$ cat src/core/bank_mapper_pkg.sv
// package for the emulation bank mapper: register map, field layouts, enumerations
// assumes a single pclk domain and an apb slave with 32-bit data
// Behaviour
// - the extended address is the current bank number in four bits above the 16-bit cpu address, or zero when the access is not banked.
// - up to sixteen banks of 64 kilobytes each form one linear space.
// - emulator rom regions serve reads from emulation memory and block cpu writes to it.
// - emulator ram regions serve both reads and writes from emulation memory.
// - with write protect enabled a cpu write into emulator rom raises an error event, rom only.
// - the bank-select input lines are sampled to find the active bank.
// - four bank modes exist: none, 64k, 32k in the lower half and 32k in the upper half.
// - bank zero is not a valid bank in either 32k mode.
// - banking applies only between a lower and upper limit, with 0 and ffff meaning no limit.
// - in snoop mode the bank number comes from the masked bits of the byte written to the bank port.
// - only bank masks with contiguous set bits are accepted.
// - the bank value is kept from writes; a cpu read at the configured read address gets no emulation read and no bank value.
package bank_mapper_pkg;
  localparam int unsigned cpu_aw = 16;
  localparam int unsigned bank_w = 4;
  localparam int unsigned ext_aw = cpu_aw + bank_w;
  localparam int unsigned map_blocks = 16;
  localparam int unsigned map_blk_lsb = 12;

  // register byte offsets
  localparam logic [7:0] off_ctrl = 8'h00;
  localparam logic [7:0] off_limits = 8'h04;
  localparam logic [7:0] off_port = 8'h08;
  localparam logic [7:0] off_map = 8'h0c;
  localparam logic [7:0] off_status = 8'h10;
  localparam logic [7:0] off_int_status = 8'h14;
  localparam logic [7:0] off_int_mask = 8'h18;

  // ctrl fields, then port word and bank mask field positions
  localparam int unsigned ctrl_mode_lsb = 0;
  localparam int unsigned ctrl_src_bit = 2;
  localparam int unsigned ctrl_wp_bit = 3;
  localparam int unsigned port_mask_lsb = 16;
  localparam int unsigned port_rd_lsb = 16;

  // interrupt bits
  localparam int unsigned int_wp_err = 0;
  localparam int unsigned int_bad_mask = 1;
  localparam int unsigned int_bad_bank = 2;
  localparam int unsigned int_w = 3;

  localparam logic [cpu_aw-1:0] half_msb_mask = 16'h8000;
  localparam logic [cpu_aw-1:0] limit_hi_rst = 16'hffff;
  localparam logic [31:0] zero_word = 32'h0000_0000;

  typedef enum logic [1:0] {mode_none, mode_64k, mode_32k_low, mode_32k_high} bank_mode_t;
  typedef enum logic [1:0] {map_target, map_rom, map_ram, map_rsvd} map_kind_t;
endpackage : bank_mapper_pkg

$ cat src/core/bank_extract.sv
// mask check and bank extraction from a snooped byte
// assumes mask and byte come from the same clock domain
`timescale 1ns/1ns
`default_nettype none
module bank_extract
  import bank_mapper_pkg::*;
(
  input wire logic [7:0] data_byte,
  input wire logic [7:0] mask,
  output logic [bank_w-1:0] bank,
  output logic mask_ok
);
  logic [7:0] masked;
  logic [7:0] shifted;
  logic [3:0] lsb_pos;
  logic [7:0] norm_mask;

  // lowest set bit by priority scan
  always_comb begin
    lsb_pos = 4'h0;
    for (int i = 7; i >= 0; i--) begin
      if (mask[i]) begin
        lsb_pos = 4'(i);
      end
    end
  end

  // contiguous iff mask shifted to bit 0 plus one is a power of two
  assign masked = data_byte & mask;
  assign shifted = masked >> lsb_pos;
  assign norm_mask = mask >> lsb_pos;
  assign mask_ok = (mask != 8'h00) && (((norm_mask + 8'h01) & norm_mask) == 8'h00);
  assign bank = shifted[bank_w-1:0];
endmodule : bank_extract
`default_nettype wire

$ cat src/core/bank_mapper.sv
// emulation bank mapper: classifies cpu accesses, tracks the active bank, forms 20-bit addresses
// assumes cpu bus signals are synchronous to pclk; bank-select pins are asynchronous
//
// Our own choices: the register offsets and the APB slave port.
`timescale 1ns/1ns
`default_nettype none
module bank_mapper
  import bank_mapper_pkg::*;
(
  input wire logic pclk,
  input wire logic presetn,
  input wire logic psel,
  input wire logic penable,
  input wire logic pwrite,
  input wire logic [7:0] paddr,
  input wire logic [31:0] pwdata,
  output logic [31:0] prdata,
  output logic pready,
  output logic pslverr,
  input wire logic cpu_valid,
  input wire logic cpu_write,
  input wire logic [cpu_aw-1:0] cpu_addr,
  input wire logic [7:0] cpu_wdata,
  input wire logic bank_sel_in_bit0,
  input wire logic bank_sel_in_bit1,
  input wire logic bank_sel_in_bit2,
  input wire logic bank_sel_in_bit3,
  input wire logic bank_width_select_pin,
  output logic [ext_aw-1:0] ext_addr,
  output logic to_target,
  output logic emu_rd,
  output logic emu_wr,
  output logic bank_valid,
  output logic wp_error,
  output logic irq
);
  // configuration registers
  logic [1:0] mode_reg;
  logic src_snoop;
  logic wp_en;
  logic [cpu_aw-1:0] limit_lo;
  logic [cpu_aw-1:0] limit_hi;
  logic [cpu_aw-1:0] port_wr_addr;
  logic [cpu_aw-1:0] port_rd_addr;
  logic [7:0] port_mask;
  logic [2*map_blocks-1:0] map_cfg;
  logic [int_w-1:0] int_status;
  logic [int_w-1:0] int_mask;

  // bank state
  logic [7:0] bank_latch;
  logic [bank_w-1:0] snoop_bank;
  logic [bank_w-1:0] pin_sync1;
  logic [bank_w-1:0] pin_sync2;
  logic wsel_sync1;
  logic wsel_sync2;

  // apb decode
  wire apb_access = psel && penable;
  wire apb_wr = apb_access && pwrite;
  wire hit_ctrl = (paddr == off_ctrl);
  wire hit_limits = (paddr == off_limits);
  wire hit_port = (paddr == off_port);
  wire hit_map = (paddr == off_map);
  wire hit_status = (paddr == off_status);
  wire hit_int_status = (paddr == off_int_status);
  wire hit_int_mask = (paddr == off_int_mask);
  wire hit_any = hit_ctrl | hit_limits | hit_port | hit_map | hit_status | hit_int_status
                 | hit_int_mask;

  // bank extraction from the snooped byte
  wire [bank_w-1:0] ext_bank;
  wire mask_ok;
  bank_extract u_extract (
    .data_byte(bank_latch),
    .mask(port_mask),
    .bank(ext_bank),
    .mask_ok(mask_ok)
  );

  // cpu access decode
  bank_mode_t mode;
  assign mode = bank_mode_t'(mode_reg);
  wire [bank_w-1:0] pin_bank = pin_sync2;
  wire [bank_w-1:0] cur_bank = src_snoop ? snoop_bank : pin_bank;
  wire in_limits = (cpu_addr >= limit_lo) && (cpu_addr <= limit_hi);
  wire upper_half = (cpu_addr & half_msb_mask) != 16'h0000;
  wire in_bank_half = (mode == mode_64k) ||
                      (mode == mode_32k_low && !upper_half) ||
                      (mode == mode_32k_high && upper_half);
  wire banked = (mode != mode_none) && in_bank_half && in_limits;
  wire is_32k = (mode == mode_32k_low) || (mode == mode_32k_high);
  wire bank_ok = !(is_32k && cur_bank == 4'h0);
  wire [bank_w-1:0] eff_bank = banked ? cur_bank : 4'h0;
  wire [3:0] blk_idx = cpu_addr[cpu_aw-1:map_blk_lsb];
  wire [1:0] blk_kind_raw = map_cfg[2*blk_idx +: 2];
  map_kind_t blk_kind;
  assign blk_kind = map_kind_t'(blk_kind_raw);
  wire is_rom = (blk_kind == map_rom);
  wire is_ram = (blk_kind == map_ram);
  wire snoop_hit = cpu_valid && cpu_write && (cpu_addr == port_wr_addr);
  wire rd_back_hit = cpu_valid && !cpu_write && (cpu_addr == port_rd_addr);
  wire rom_write = cpu_valid && cpu_write && is_rom;
  wire wp_event = rom_write && wp_en;
  wire bad_bank_event = cpu_valid && banked && !bank_ok;
  wire mask_event = snoop_hit && !mask_ok;

  // interrupt set/clear: set wins over a simultaneous write-one clear
  wire [int_w-1:0] int_set = {bad_bank_event, mask_event, wp_event};
  wire [int_w-1:0] int_clr = (apb_wr && hit_int_status) ? pwdata[int_w-1:0] : 3'h0;
  wire [int_w-1:0] next_int_status = (int_status & ~int_clr) | int_set;

  // read mux
  wire [31:0] status_word = {16'h0000, 7'h00, wsel_sync2, 3'h0, mask_ok, cur_bank};
  wire [31:0] rd_mux =
    hit_ctrl ? {28'h0000000, wp_en, src_snoop, mode_reg} :
    hit_limits ? {limit_hi, limit_lo} :
    hit_port ? {port_rd_addr, port_wr_addr} :
    hit_map ? map_cfg :
    hit_status ? status_word :
    hit_int_status ? {29'h0000000, int_status} :
    hit_int_mask ? {29'h0000000, int_mask} :
    zero_word;

  // apb answers in the access cycle; pready registered for one cycle
  always_ff @(posedge pclk or negedge presetn) begin
    if (!presetn) begin
      pready <= 1'b0;
      pslverr <= 1'b0;
      prdata <= zero_word;
    end else begin
      pready <= psel && !penable;
      pslverr <= psel && !penable && !hit_any;
      prdata <= (psel && !penable && !pwrite) ? rd_mux : zero_word;
    end
  end

  // writes take effect only at the completing edge
  wire do_wr = apb_wr && pready;

  always_ff @(posedge pclk or negedge presetn) begin
    if (!presetn) begin
      mode_reg <= 2'h0;
      src_snoop <= 1'b0;
      wp_en <= 1'b0;
    end else if (do_wr && hit_ctrl) begin
      mode_reg <= pwdata[ctrl_mode_lsb +: 2];
      src_snoop <= pwdata[ctrl_src_bit];
      wp_en <= pwdata[ctrl_wp_bit];
    end
  end

  // reset limits give an unrestricted bank area
  always_ff @(posedge pclk or negedge presetn) begin
    if (!presetn) begin
      limit_lo <= 16'h0000;
      limit_hi <= limit_hi_rst;
    end else if (do_wr && hit_limits) begin
      limit_lo <= pwdata[cpu_aw-1:0];
      limit_hi <= pwdata[31:cpu_aw];
    end
  end

  // port word: snooped write address low, read-back address high
  always_ff @(posedge pclk or negedge presetn) begin
    if (!presetn) begin
      port_wr_addr <= 16'h0000;
      port_rd_addr <= 16'h0000;
    end else if (do_wr && hit_port) begin
      port_wr_addr <= pwdata[cpu_aw-1:0];
      port_rd_addr <= pwdata[31:port_rd_lsb];
    end
  end

  // a gapped or empty mask is refused and the old mask kept
  logic [3:0] new_lsb;
  wire [7:0] new_mask = pwdata[port_mask_lsb +: 8];
  wire [7:0] new_norm = new_mask >> new_lsb;
  always_comb begin
    new_lsb = 4'h0;
    for (int i = 7; i >= 0; i--) begin
      if (new_mask[i]) begin
        new_lsb = 4'(i);
      end
    end
  end
  wire mask_write_ok = (new_mask != 8'h00) && (((new_norm + 8'h01) & new_norm) == 8'h00);

  // bank mask shares the int_mask word, upper bits, to save a register slot
  always_ff @(posedge pclk or negedge presetn) begin
    if (!presetn) begin
      port_mask <= 8'h0f;
      int_mask <= 3'h0;
    end else if (do_wr && hit_int_mask) begin
      int_mask <= pwdata[int_w-1:0];
      if (mask_write_ok) begin
        port_mask <= pwdata[port_mask_lsb +: 8];
      end
    end
  end
  always_ff @(posedge pclk or negedge presetn) begin
    if (!presetn) begin
      map_cfg <= 32'h0000_0000;
    end else if (do_wr && hit_map) begin
      map_cfg <= pwdata;
    end
  end

  always_ff @(posedge pclk or negedge presetn) begin
    if (!presetn) begin
      int_status <= 3'h0;
    end else begin
      int_status <= next_int_status;
    end
  end

  // snooped bank byte and derived bank
  always_ff @(posedge pclk or negedge presetn) begin
    if (!presetn) begin
      bank_latch <= 8'h00;
      snoop_bank <= 4'h0;
    end else begin
      if (snoop_hit) begin
        bank_latch <= cpu_wdata;
      end
      snoop_bank <= mask_ok ? ext_bank : snoop_bank;
    end
  end

  // two-flop synchronisers for the asynchronous pins
  always_ff @(posedge pclk or negedge presetn) begin
    if (!presetn) begin
      pin_sync1 <= 4'h0;
      pin_sync2 <= 4'h0;
      wsel_sync1 <= 1'b0;
      wsel_sync2 <= 1'b0;
    end else begin
      pin_sync1 <= {bank_sel_in_bit3, bank_sel_in_bit2, bank_sel_in_bit1, bank_sel_in_bit0};
      pin_sync2 <= pin_sync1;
      wsel_sync1 <= bank_width_select_pin;
      wsel_sync2 <= wsel_sync1;
    end
  end

  // registered access outputs, one cycle after the cpu cycle
  always_ff @(posedge pclk or negedge presetn) begin
    if (!presetn) begin
      ext_addr <= 20'h00000;
      to_target <= 1'b0;
      emu_rd <= 1'b0;
      emu_wr <= 1'b0;
      bank_valid <= 1'b0;
      wp_error <= 1'b0;
      irq <= 1'b0;
    end else begin
      ext_addr <= {eff_bank, cpu_addr};
      to_target <= cpu_valid && !is_rom && !is_ram;
      emu_rd <= cpu_valid && !cpu_write && (is_rom || is_ram) && !rd_back_hit;
      emu_wr <= cpu_valid && cpu_write && is_ram;
      bank_valid <= !banked || bank_ok;
      wp_error <= wp_event;
      irq <= (next_int_status & int_mask) != 3'h0;
    end
  end
endmodule : bank_mapper
`default_nettype wire

$ cat config.mk
export PLATFORM = sky130hd
export DESIGN_NAME = bank_mapper
export DESIGN_NICKNAME = d
export VERILOG_FILES = /design/src/core/bank_mapper_pkg.sv /design/src/core/bank_extract.sv /design/src/core/bank_mapper.sv
export SDC_FILE = /design/constraint.sdc
export NUM_CORES = 1
export LEC_CHECK = 0
export ABC_AREA = 0
export ABC_CLOCK_PERIOD_IN_PS = 3700
export CAP_MARGIN = 20
export CELL_PAD_IN_SITES_DETAIL_PLACEMENT = 0
export CELL_PAD_IN_SITES_GLOBAL_PLACEMENT = 1
export CORE_UTILIZATION = 35
export CTS_BUF_LIST = sky130_fd_sc_hd__clkbuf_8
export CTS_CLUSTER_DIAMETER = 200
export DETAILED_ROUTE_END_ITERATION = 6
export DONT_BUFFER_PORTS = 1
export GPL_ROUTABILITY_DRIVEN = 1
export PLACE_DENSITY = 0.59
export REMOVE_ABC_BUFFERS = 1
export SETUP_SLACK_MARGIN = 0.05
export SLEW_MARGIN = 25
export SYNTH_ARGS = -nofsm -noshare
export SYNTH_HDL_FRONTEND = slang
export SYNTH_SLANG_ARGS = --single-unit
$ cat constraint.sdc
create_clock -name pclk -period 3.7 [get_ports pclk]
set_input_delay 0.37 -clock pclk [delete_from_list [all_inputs] [get_ports pclk]]
set_output_delay 0.37 -clock pclk [all_outputs]
set_load 0.03 [all_outputs]
==> After elaboration in Yosys (flattened, before gate mapping) <==
Index checks and enable logic that the tools add are counted.
{ "op_classes": {"addsub": 2, "mul": 0, "div_mod_pow": 0, "magnitude_cmp": 2, "n_eq_ne": 13, "shifts": 4, "mux": 27, "n_bitwise": 13, "n_reduce_logical": 59} }
{ "op_table": {"columns": ["cell", "n"], "rows": [
  ["$mux 32", 5],
  ["$mux 3", 15],
  ["$logic_and 1x1->1", 34],
  ["$eq 16x16->1", 2],
  ["$shiftx 32x6->2", 1],
  ["$and 8x8->8", 3],
  ["$eq 8x5->1 const B", 3],
  ["$logic_not 8->1", 3],
  ["$mux 4", 6],
  ["$add 8x1->8 const B", 2],
  ["$eq 8x4->1 const B", 2],
  ["$ge 16x16->1", 1],
  ["$le 16x16->1", 1],
  ["$reduce_bool 8->1", 2],
  ["$logic_not 1->1", 11],
  ["$mux 9", 1],
  ["$eq 8x3->1 const B", 1],
  ["$shr 8x3->4", 1],
  ["$shr 8x3->8", 1],
  ["$shr 8x4->8", 1],
  ["$and 3x3->3", 2],
  ["$eq 2x2->1 const B", 3],
  ["$or 1x1->1", 6],
  ["$logic_or 1x1->1", 5],
  ["7 further kinds", 8]
]} }
{ "word_totals": {"register_bits": 196, "latch_bits": 0, "ramBits": 0, "romBits": 0, "out_inout_bits": 60, "n_memories": 0} }

==> Longest topological paths before layout <==
Gate-level depths: netlist (run 1).
{ "logic_depth": {"depth_word": 19, "ltp_mapped": 10} }

==> Modules after synthesis <==
Synthesis (run 1) repeated with hierarchy kept, for this count alone.
{ "hier_totals": {"hier_cells": 882, "hier_area_um2": 10227.3} }
{ "modules_own_cells": {"columns": ["module", "instances", "cells_each", "area_per_inst_um2", "seq_area_each_um2"], "rows": [
  ["bank_mapper", 1, 797, 9699.3, 4929.7],
  ["bank_extract", 1, 85, 528.0, 0.0]
]} }

==> Least setup slack after synthesis (run 1) <==
OpenSTA, ideal clock, no wires.
{ "synth_timing": {"kind": "in2reg", "from": "in cpu_addr[12]", "to": "reg irq", "arrival_time_ns": 2.696, "required_time_ns": 3.569, "setup_slack_ns": 0.873, "cell_stages": 9, "path_cell_list": "buf_2 -> mux4_2 -> mux4_2 -> ha_1 -> and4_1 -> a21o_1 -> a211o_1 -> a41oi_1 -> o21ai_0"} }
{ "synth_between": {"elab_cells_between_ends": 16, "classes_between": "order compare: 2; eq/ne: 2; shift: 1; bitwise: 2; reduce/logical: 9"} }
{ "synth_rtl": {"columns": ["item", "line", "rtl"], "rows": [
  ["from (decl)", "bank_mapper.sv:22", "input wire logic [cpu_aw-1:0] cpu_addr,"],
  ["$shiftx 32x6->2", "bank_mapper.sv:96", "wire [1:0] blk_kind_raw = map_cfg[2*blk_idx +: 2];"],
  ["$eq 2x1->1", "bank_mapper.sv:99", "wire is_rom = (blk_kind == map_rom);"],
  ["$logic_and 1x1->1", "bank_mapper.sv:103", "wire rom_write = cpu_valid && cpu_write && is_rom;"],
  ["$logic_and 1x1->1", "bank_mapper.sv:104", "wire wp_event = rom_write && wp_en;"],
  ["named net wp_event", "bank_mapper.sv:104", null],
  ["$or 3x3->3", "bank_mapper.sv:111", "wire [int_w-1:0] next_int_status = (int_status & ~int_clr) | int_set;"],
  ["named net next_int_status[0]", "bank_mapper.sv:111", null],
  ["$and 3x3->3", "bank_mapper.sv:262", "irq <= (next_int_status & int_mask) != 3'h0;"],
  ["$reduce_bool 3->1", "bank_mapper.sv:262", null],
  ["to (signal assigned)", "bank_mapper.sv:254", "irq <= 1'b0;"],
  ["to (signal assigned)", "bank_mapper.sv:262", null],
  ["to (decl)", "bank_mapper.sv:35", "output logic irq"]
]} }
The timed path passes the listed nets, and every way through them passes these cells.
A chain may end at the register's enable or synchronous reset.

==> Worst setup path in the final report (run 1) <==
{ "layout_timing": {"from": "reg limit_hi[9]", "to": "reg irq"} }
{ "layout_between": {"elab_chain_len": 8} }
{ "layout_rtl": {"columns": ["item", "line", "rtl"], "rows": [
  ["from (decl)", "bank_mapper.sv:42", "logic [cpu_aw-1:0] limit_hi;"],
  ["from (signal assigned)", "bank_mapper.sv:157", "limit_hi <= limit_hi_rst;"],
  ["from (signal assigned)", "bank_mapper.sv:160", "limit_hi <= pwdata[31:cpu_aw];"],
  ["$le 16x16->1", "bank_mapper.sv:86", "wire in_limits = (cpu_addr >= limit_lo) && (cpu_addr <= limit_hi);"],
  ["$logic_and 1x1->1", "bank_mapper.sv:86", null],
  ["$logic_and 1x1->1", "bank_mapper.sv:91", "wire banked = (mode != mode_none) && in_bank_half && in_limits;"],
  ["$logic_and 1x1->1 (2 in series)", "bank_mapper.sv:105", "wire bad_bank_event = cpu_valid && banked && !bank_ok;"],
  ["$or 3x3->3", "bank_mapper.sv:111", null],
  ["$and 3x3->3", "bank_mapper.sv:262", null],
  ["$reduce_bool 3->1", "bank_mapper.sv:262", null]
]} }
No other way between the ends.

==> results_dict.tcl, run 1 <==
set metrics [dict create \
    outcome "finished with violations" \
    violations "negative hold slack" \
    cts_setup_buffers 0 \
    cts_inserted_buffers 17 \
    clock_latency_ns 0.49 \
    drt_iter0_markers 471 \
    wire_per_inst_um 22.62 \
    antenna_found_initial 1 \
    p_per_area_nw_per_um2 351.9 \
    setup_viol 0 \
    cts_buffer_depth 2 \
    slew_headroom 0.4447 \
    ys_seq_area_frac 0.5046 \
    place_ws_ns 0.7324 \
    first_pass_iters 5 \
    root_buffer "clkbuf_8" \
    grt_usage 0.2001 \
    synthCells 812 \
    start_util 0.3595 \
    fillCellCount 2630 \
    gr-total-overflow 0 \
    clk_pin_slew_ns 0.13 \
    critPathLaunch "limit_hi[9]" \
    io_buffers 0 \
    period_share 0.8004 \
    synthArstFlopShare 1.000 \
    reg_top3 "map_cfg: 32 flops, prdata: 32 flops, ext_addr: 20 flops" \
    synth_area_um2 9769 \
    drv_slew 0 \
    fin_ws_ns 0.7385 \
    crit_fanout 7 \
    end_kind "flop" \
    rsz0062_at_grt "no" \
    viasPerCell 5.381 \
    grt_pass1_vias 6935 \
    skew_ns 0.02588 \
    drc 0 \
    hold_class "primary input to asynchronous set/reset pin" \
    clock_sinks 196 \
    max_clock_freq_ghz 0.3377 \
    synth_edf_count 0 \
    coreArea_um2 27180 \
    hold_violations 196 \
    io_pins 136 \
    grt_pass1_wl_um 42730 \
    drive_gt1_frac 0.2619 \
    ys_types 68 \
    die_y_um 169.1 \
    cts_tree "yes" \
    cp-start-kind "flop" \
    r2r_start "limit_hi[9]" \
    place.detailed.hpwl_um 18580 \
    holdWs_ns -0.4342 \
    die-area_um2 28580 \
    synth_flop_cell "dfrtp_1" \
    crit_required_ns 4.12 \
    rr_worst_depth 9 \
    synth-seq-cells 196 \
    fin_nets 956 \
    gp_congestion 0.8075 \
    period_needed_ns 2.961 \
    wl_um 27840 \
    htreeDepth 4 \
    worst_pin_slew_ns 0.8306 \
    ys_warn_count 0 \
    die_w_um 169.1 \
    std_cell_rows 60 \
    worst_ep_arrival_time_ns 3.38 \
    syn_avg_cell_area_um2 12.03 \
    ant_nets 0 \
    reg2reg_slack_ns 0.74 \
    vias 6624 \
    syn2layout_area_growth_pct 12.78 \
    leakagePower_nw 4.822 \
    endpoint "irq" \
    crit_type "flop to flop" \
    grt_max_degree 197 \
    layout.cells.most_common "dfrtp_1" \
    final_cell_mix "dfrtp_1, mux2_2, nor2_1" \
    num_antenna_cells 0 \
    ir_drop_mv 0.1796 \
    setup_tns_ns 0 \
    drv_cap 0 \
    r2r_end "irq" \
]
what timing repair did:
action,4_1_cts,5_1_grt
endpoints found under the hold margin,255,200
hold buffers,44,3
gates resized for setup,0,0
area by class of cell:
class                   instances  area, µm²  area share
clock buffers                  17      234.0     0.02124
flip-flops and latches        196       4930      0.4474
clock inverters                15      198.9     0.01806
multi-input cells             532       4482      0.4068
inverters                      44      165.2     0.01499
well taps                     372      465.4     0.04224
repair buffers                 55      543.0     0.04928
cells in the mapped netlist (all sizes together), types with 5 or more instances:
cell type  instances  area (µm²)
a21oi             17       85.08
mux2             136        1539
buf               22       127.6
mux4              11       247.7
a31oi              7       43.79
xnor2             29       254.0
nor3              10       50.05
mux2i             12       120.1
nand4             15       93.84
inv               44       165.2
dfstp             20       525.5
o211ai             5       37.54
ha                34       425.4
nand3             12       60.06
clkbuf            18       67.56
dfrtp            176        4404
o21ai             29       145.1
nor4               7       50.05
nand2             40       150.1
and2               5       31.28
nor2b             10       77.58
nand2b             9       56.30
a22oi             34       260.3
nor2              51       193.9
critical path, cell delays in order, from the launching register on:
cell	delay, ns
dfstp_2	0.57
inv_1	0.05
ha_1	0.29
a211o_1	0.29
o211ai_1	0.09
a21oi_1	0.10
or4_1	0.61
a221oi_2	0.60
a41oi_1	0.20
o21ai_0	0.11
logic make-up after synthesis:
family | share of synthesized area
adder cells (fa/ha/maj) | 0.04355
XOR/XNOR | 0.02958
AO/OA/AOI/OAI | 0.09926
AND/OR/NAND/NOR | 0.09093
multiplexers | 0.1952
buffers and inverters | 0.03688
flip-flops | 0.5046
worst min-delay path by stage:
stage / start / to / slack, ns / cells after the start
after global routing: presetn / ext_addr[16] / -0.46 / 0
after CTS: presetn / prdata[2] / -0.46 / 0
after global placement: presetn / pin_bank[3] / 0.09 / 0
final: presetn / irq / -0.43 / 0
after detailed placement: presetn / pin_bank[3] / 0.08 / 0
after floorplan: presetn / bank_latch[0] / 0.07 / 0
routing by layer:
metal	vias up	part of all wire	track usage
met4	0	0.017	0.06110
met5	-	0	0
met2	178	0.48	0.3284
met1	3436	0.46	0.2704
met3	27	0.046	0.03390
li1	2983	-	-
report_power, final:
group / internal [mW] / leakage [nW] / switching [mW]
sequential: 2.17 / 2.58 / 0.0354
combinational: 0.102 / 2.03 / 0.0833
clock: 0.537 / 0.207 / 0.953
through the flow:
| stage | power [mW] | cells | area, µm² | hold slack [ns] | utilization |
|---|---|---|---|---|---|
| floorplan | 2.343 | 772 | 9574 | 0.07441 | - |
| global placement | 2.378 | 1152 | 10110 | 0.08783 | 0.3722 |
| detailed placement | 2.380 | 1152 | 10110 | 0.08333 | 0.3722 |
| CTS | 3.924 | 1228 | 10990 | -0.4608 | 0.4043 |
| global route | 4.025 | 1231 | 11020 | -0.4636 | 0.4054 |
| finish | 3.877 | 1231 | 11020 | -0.4342 | 0.4054 |
(Power assumes the default switching activity.)
==> inputs of run 2 (changes only) <==
--- a/config.mk
+++ b/config.mk
@@ -6,7 +6,7 @@
 export NUM_CORES = 1
 export LEC_CHECK = 0
 export ABC_AREA = 0
-export ABC_CLOCK_PERIOD_IN_PS = 3700
+export ABC_CLOCK_PERIOD_IN_PS = 2800
 export CAP_MARGIN = 20
 export CELL_PAD_IN_SITES_DETAIL_PLACEMENT = 0
 export CELL_PAD_IN_SITES_GLOBAL_PLACEMENT = 1
==> constraint.sdc (replaced) <==
create_clock -name pclk -period 2.8 [get_ports pclk]
set_input_delay 0.28 -clock pclk [delete_from_list [all_inputs] [get_ports pclk]]
set_output_delay 0.28 -clock pclk [all_outputs]
set_load 0.03 [all_outputs]
==> results_dict.tcl, run 2 (same netlist as run 1, synthesis figures left out) <==
set metrics [dict create \
    drt_iter0_markers 469 \
    period_share 0.9562 \
    setup_viol 0 \
    path_cells "mux4_2 > mux4_2 > ha_2 > and4_1 > a21o_1 > a211o_1 > a41oi_2 > o21ai_1" \
    die-area_um2 28580 \
    htreeDepth 4 \
    wire_per_inst_um 22.26 \
    vias 6719 \
    placed_cells_incl_taps 1155 \
    max_stage_delay_ns 0.52 \
    hold_violations 196 \
    crit_top_cell "mux4_2" \
    outcome "finished with violations" \
    clock_sinks 196 \
    clock_latency_ns 0.48 \
    holdWs_ns -0.5101 \
    cp-start-kind "flop" \
    critPathBufInv 0 \
    grt_pass1_vias 7145 \
    final_cell_mix "dfrtp_1, mux2_2, dlygate4sd3_1" \
    first_pass_iters 5 \
    die_w_um 169.1 \
    hold_class "primary input to asynchronous set/reset pin" \
    layout.cells.non_filler 1255 \
    fin_nets 980 \
    period_needed_ns 2.677 \
    drive_gt1_frac 0.2684 \
    grt_max_degree 197 \
    cts_buffer_depth 2 \
    antenna_found_initial 0 \
    end_kind "flop" \
    drc 0 \
    p_per_area_nw_per_um2 457.8 \
    slew_headroom 0.3108 \
    drv_slew 0 \
    leakagePower_nw 4.932 \
    syn2layout_area_growth_pct 15.38 \
    cts_tree "yes" \
    io_buffers 0 \
    crit_type "flop to flop" \
    grt_usage 0.2030 \
    std_cell_rows 60 \
    start_util 0.3595 \
    cts_inserted_buffers 17 \
    crit_fanout 2 \
    critPathSlowestCell "mux4_2" \
    gp_congestion 0.8192 \
    ir_drop_mv 0.2901 \
    crit_required_ns 3.17 \
    coreArea_um2 27180 \
    worst_ep_arrival_time_ns 3.05 \
    ant_nets 0 \
    violations "negative hold slack" \
    worst_pin_slew_ns 1.030 \
    grt_pass1_wl_um 43470 \
    reg_top3 "map_cfg: 32 flops, prdata: 32 flops, ext_addr: 20 flops" \
    postCtsHoldBufs 64 \
    die_y_um 169.1 \
    viasPerCell 5.354 \
    gr-total-overflow 0 \
    rsz0062_at_grt "no" \
    clk_pin_slew_ns 0.12 \
    max_clock_freq_ghz 0.3735 \
    skew_ns 0.02101 \
    path_delay_family "multiplexers" \
    root_buffer "clkbuf_8" \
    layout.cells.most_common "dfrtp_1" \
    place.detailed.hpwl_um 18580 \
    io_pins 136 \
    num_antenna_cells 0 \
    wl_um 27940 \
    drv_cap 0 \
]
[run 2: cell count changes in the layout (fill, tap and decap cells not counted), moves of 2 or more]
cell	previous run	this run
dlygate4sd3_1	47	64
ha_1	34	32
inv_12	3	0
buf_4	7	14
[run 2: per-layer routing]
metal | track usage | vias to the layer above | part of all wire
met5 | 0 | - | 0
met1 | 0.2791 | 3466 | 0.46
li1 | - | 3030 | -
met2 | 0.3252 | 194 | 0.48
met3 | 0.03694 | 29 | 0.049
met4 | 0.06267 | 0 | 0.016
[run 2: final timing paths]
path,to,slack (ns),startpoint,cells past startpoint
min,ext_addr[18],-0.51,presetn,0
max in group asynchronous,limit_hi[14],2.85,presetn,0
min in group pclk,pready,0.04,penable,2
max reg2reg,irq,0.12,map_cfg[28],8
max,irq,0.12,map_cfg[28],8
min reg2reg,pin_bank[1],0.34,pin_sync1[1],0
[run 2: what timing repair did]
item | CTS | global route
endpoints found under the setup margin | 7 | 7
hold endpoints to repair | 355 | 196
pin swaps | 1 | 4
resized for setup | 2 | 6
buffers inserted | 3 | 1
[run 2: metrics by stage]
stage | setup WS [ns] | TNS [ns] | utilization | cell area, µm² | total power [mW]
detailed placement | -0.01251 | -0.01770 | 0.3726 | 10120 | 3.147
CTS | 0.05237 | 0 | 0.4134 | 11230 | 5.230
floorplan | -0.4801 | -25.77 | - | 9574 | 3.096
global route | 0.05364 | 0 | 0.4148 | 11270 | 5.374
finish | 0.1227 | 0 | 0.4148 | 11270 | 5.160
global placement | 0.004216 | 0 | 0.3726 | 10120 | 3.144
[run 2: power by group]
group          internal [mW]  switching (mW)
Clock                  0.791            1.17
Combinational          0.154           0.139
Sequential              2.86          0.0467
Total                   3.81            1.35
[run 2: area by class of cell]
class	instances	area [µm²]
Fill cell	2619	15900
Sequential cell	196	4930
Multi-Input combinational cell	532	4523
Timing Repair Buffer	79	757.0
Tap cell	372	465.4
Clock buffer	18	247.7
Clock inverter	14	183.9
Inverter	44	165.2
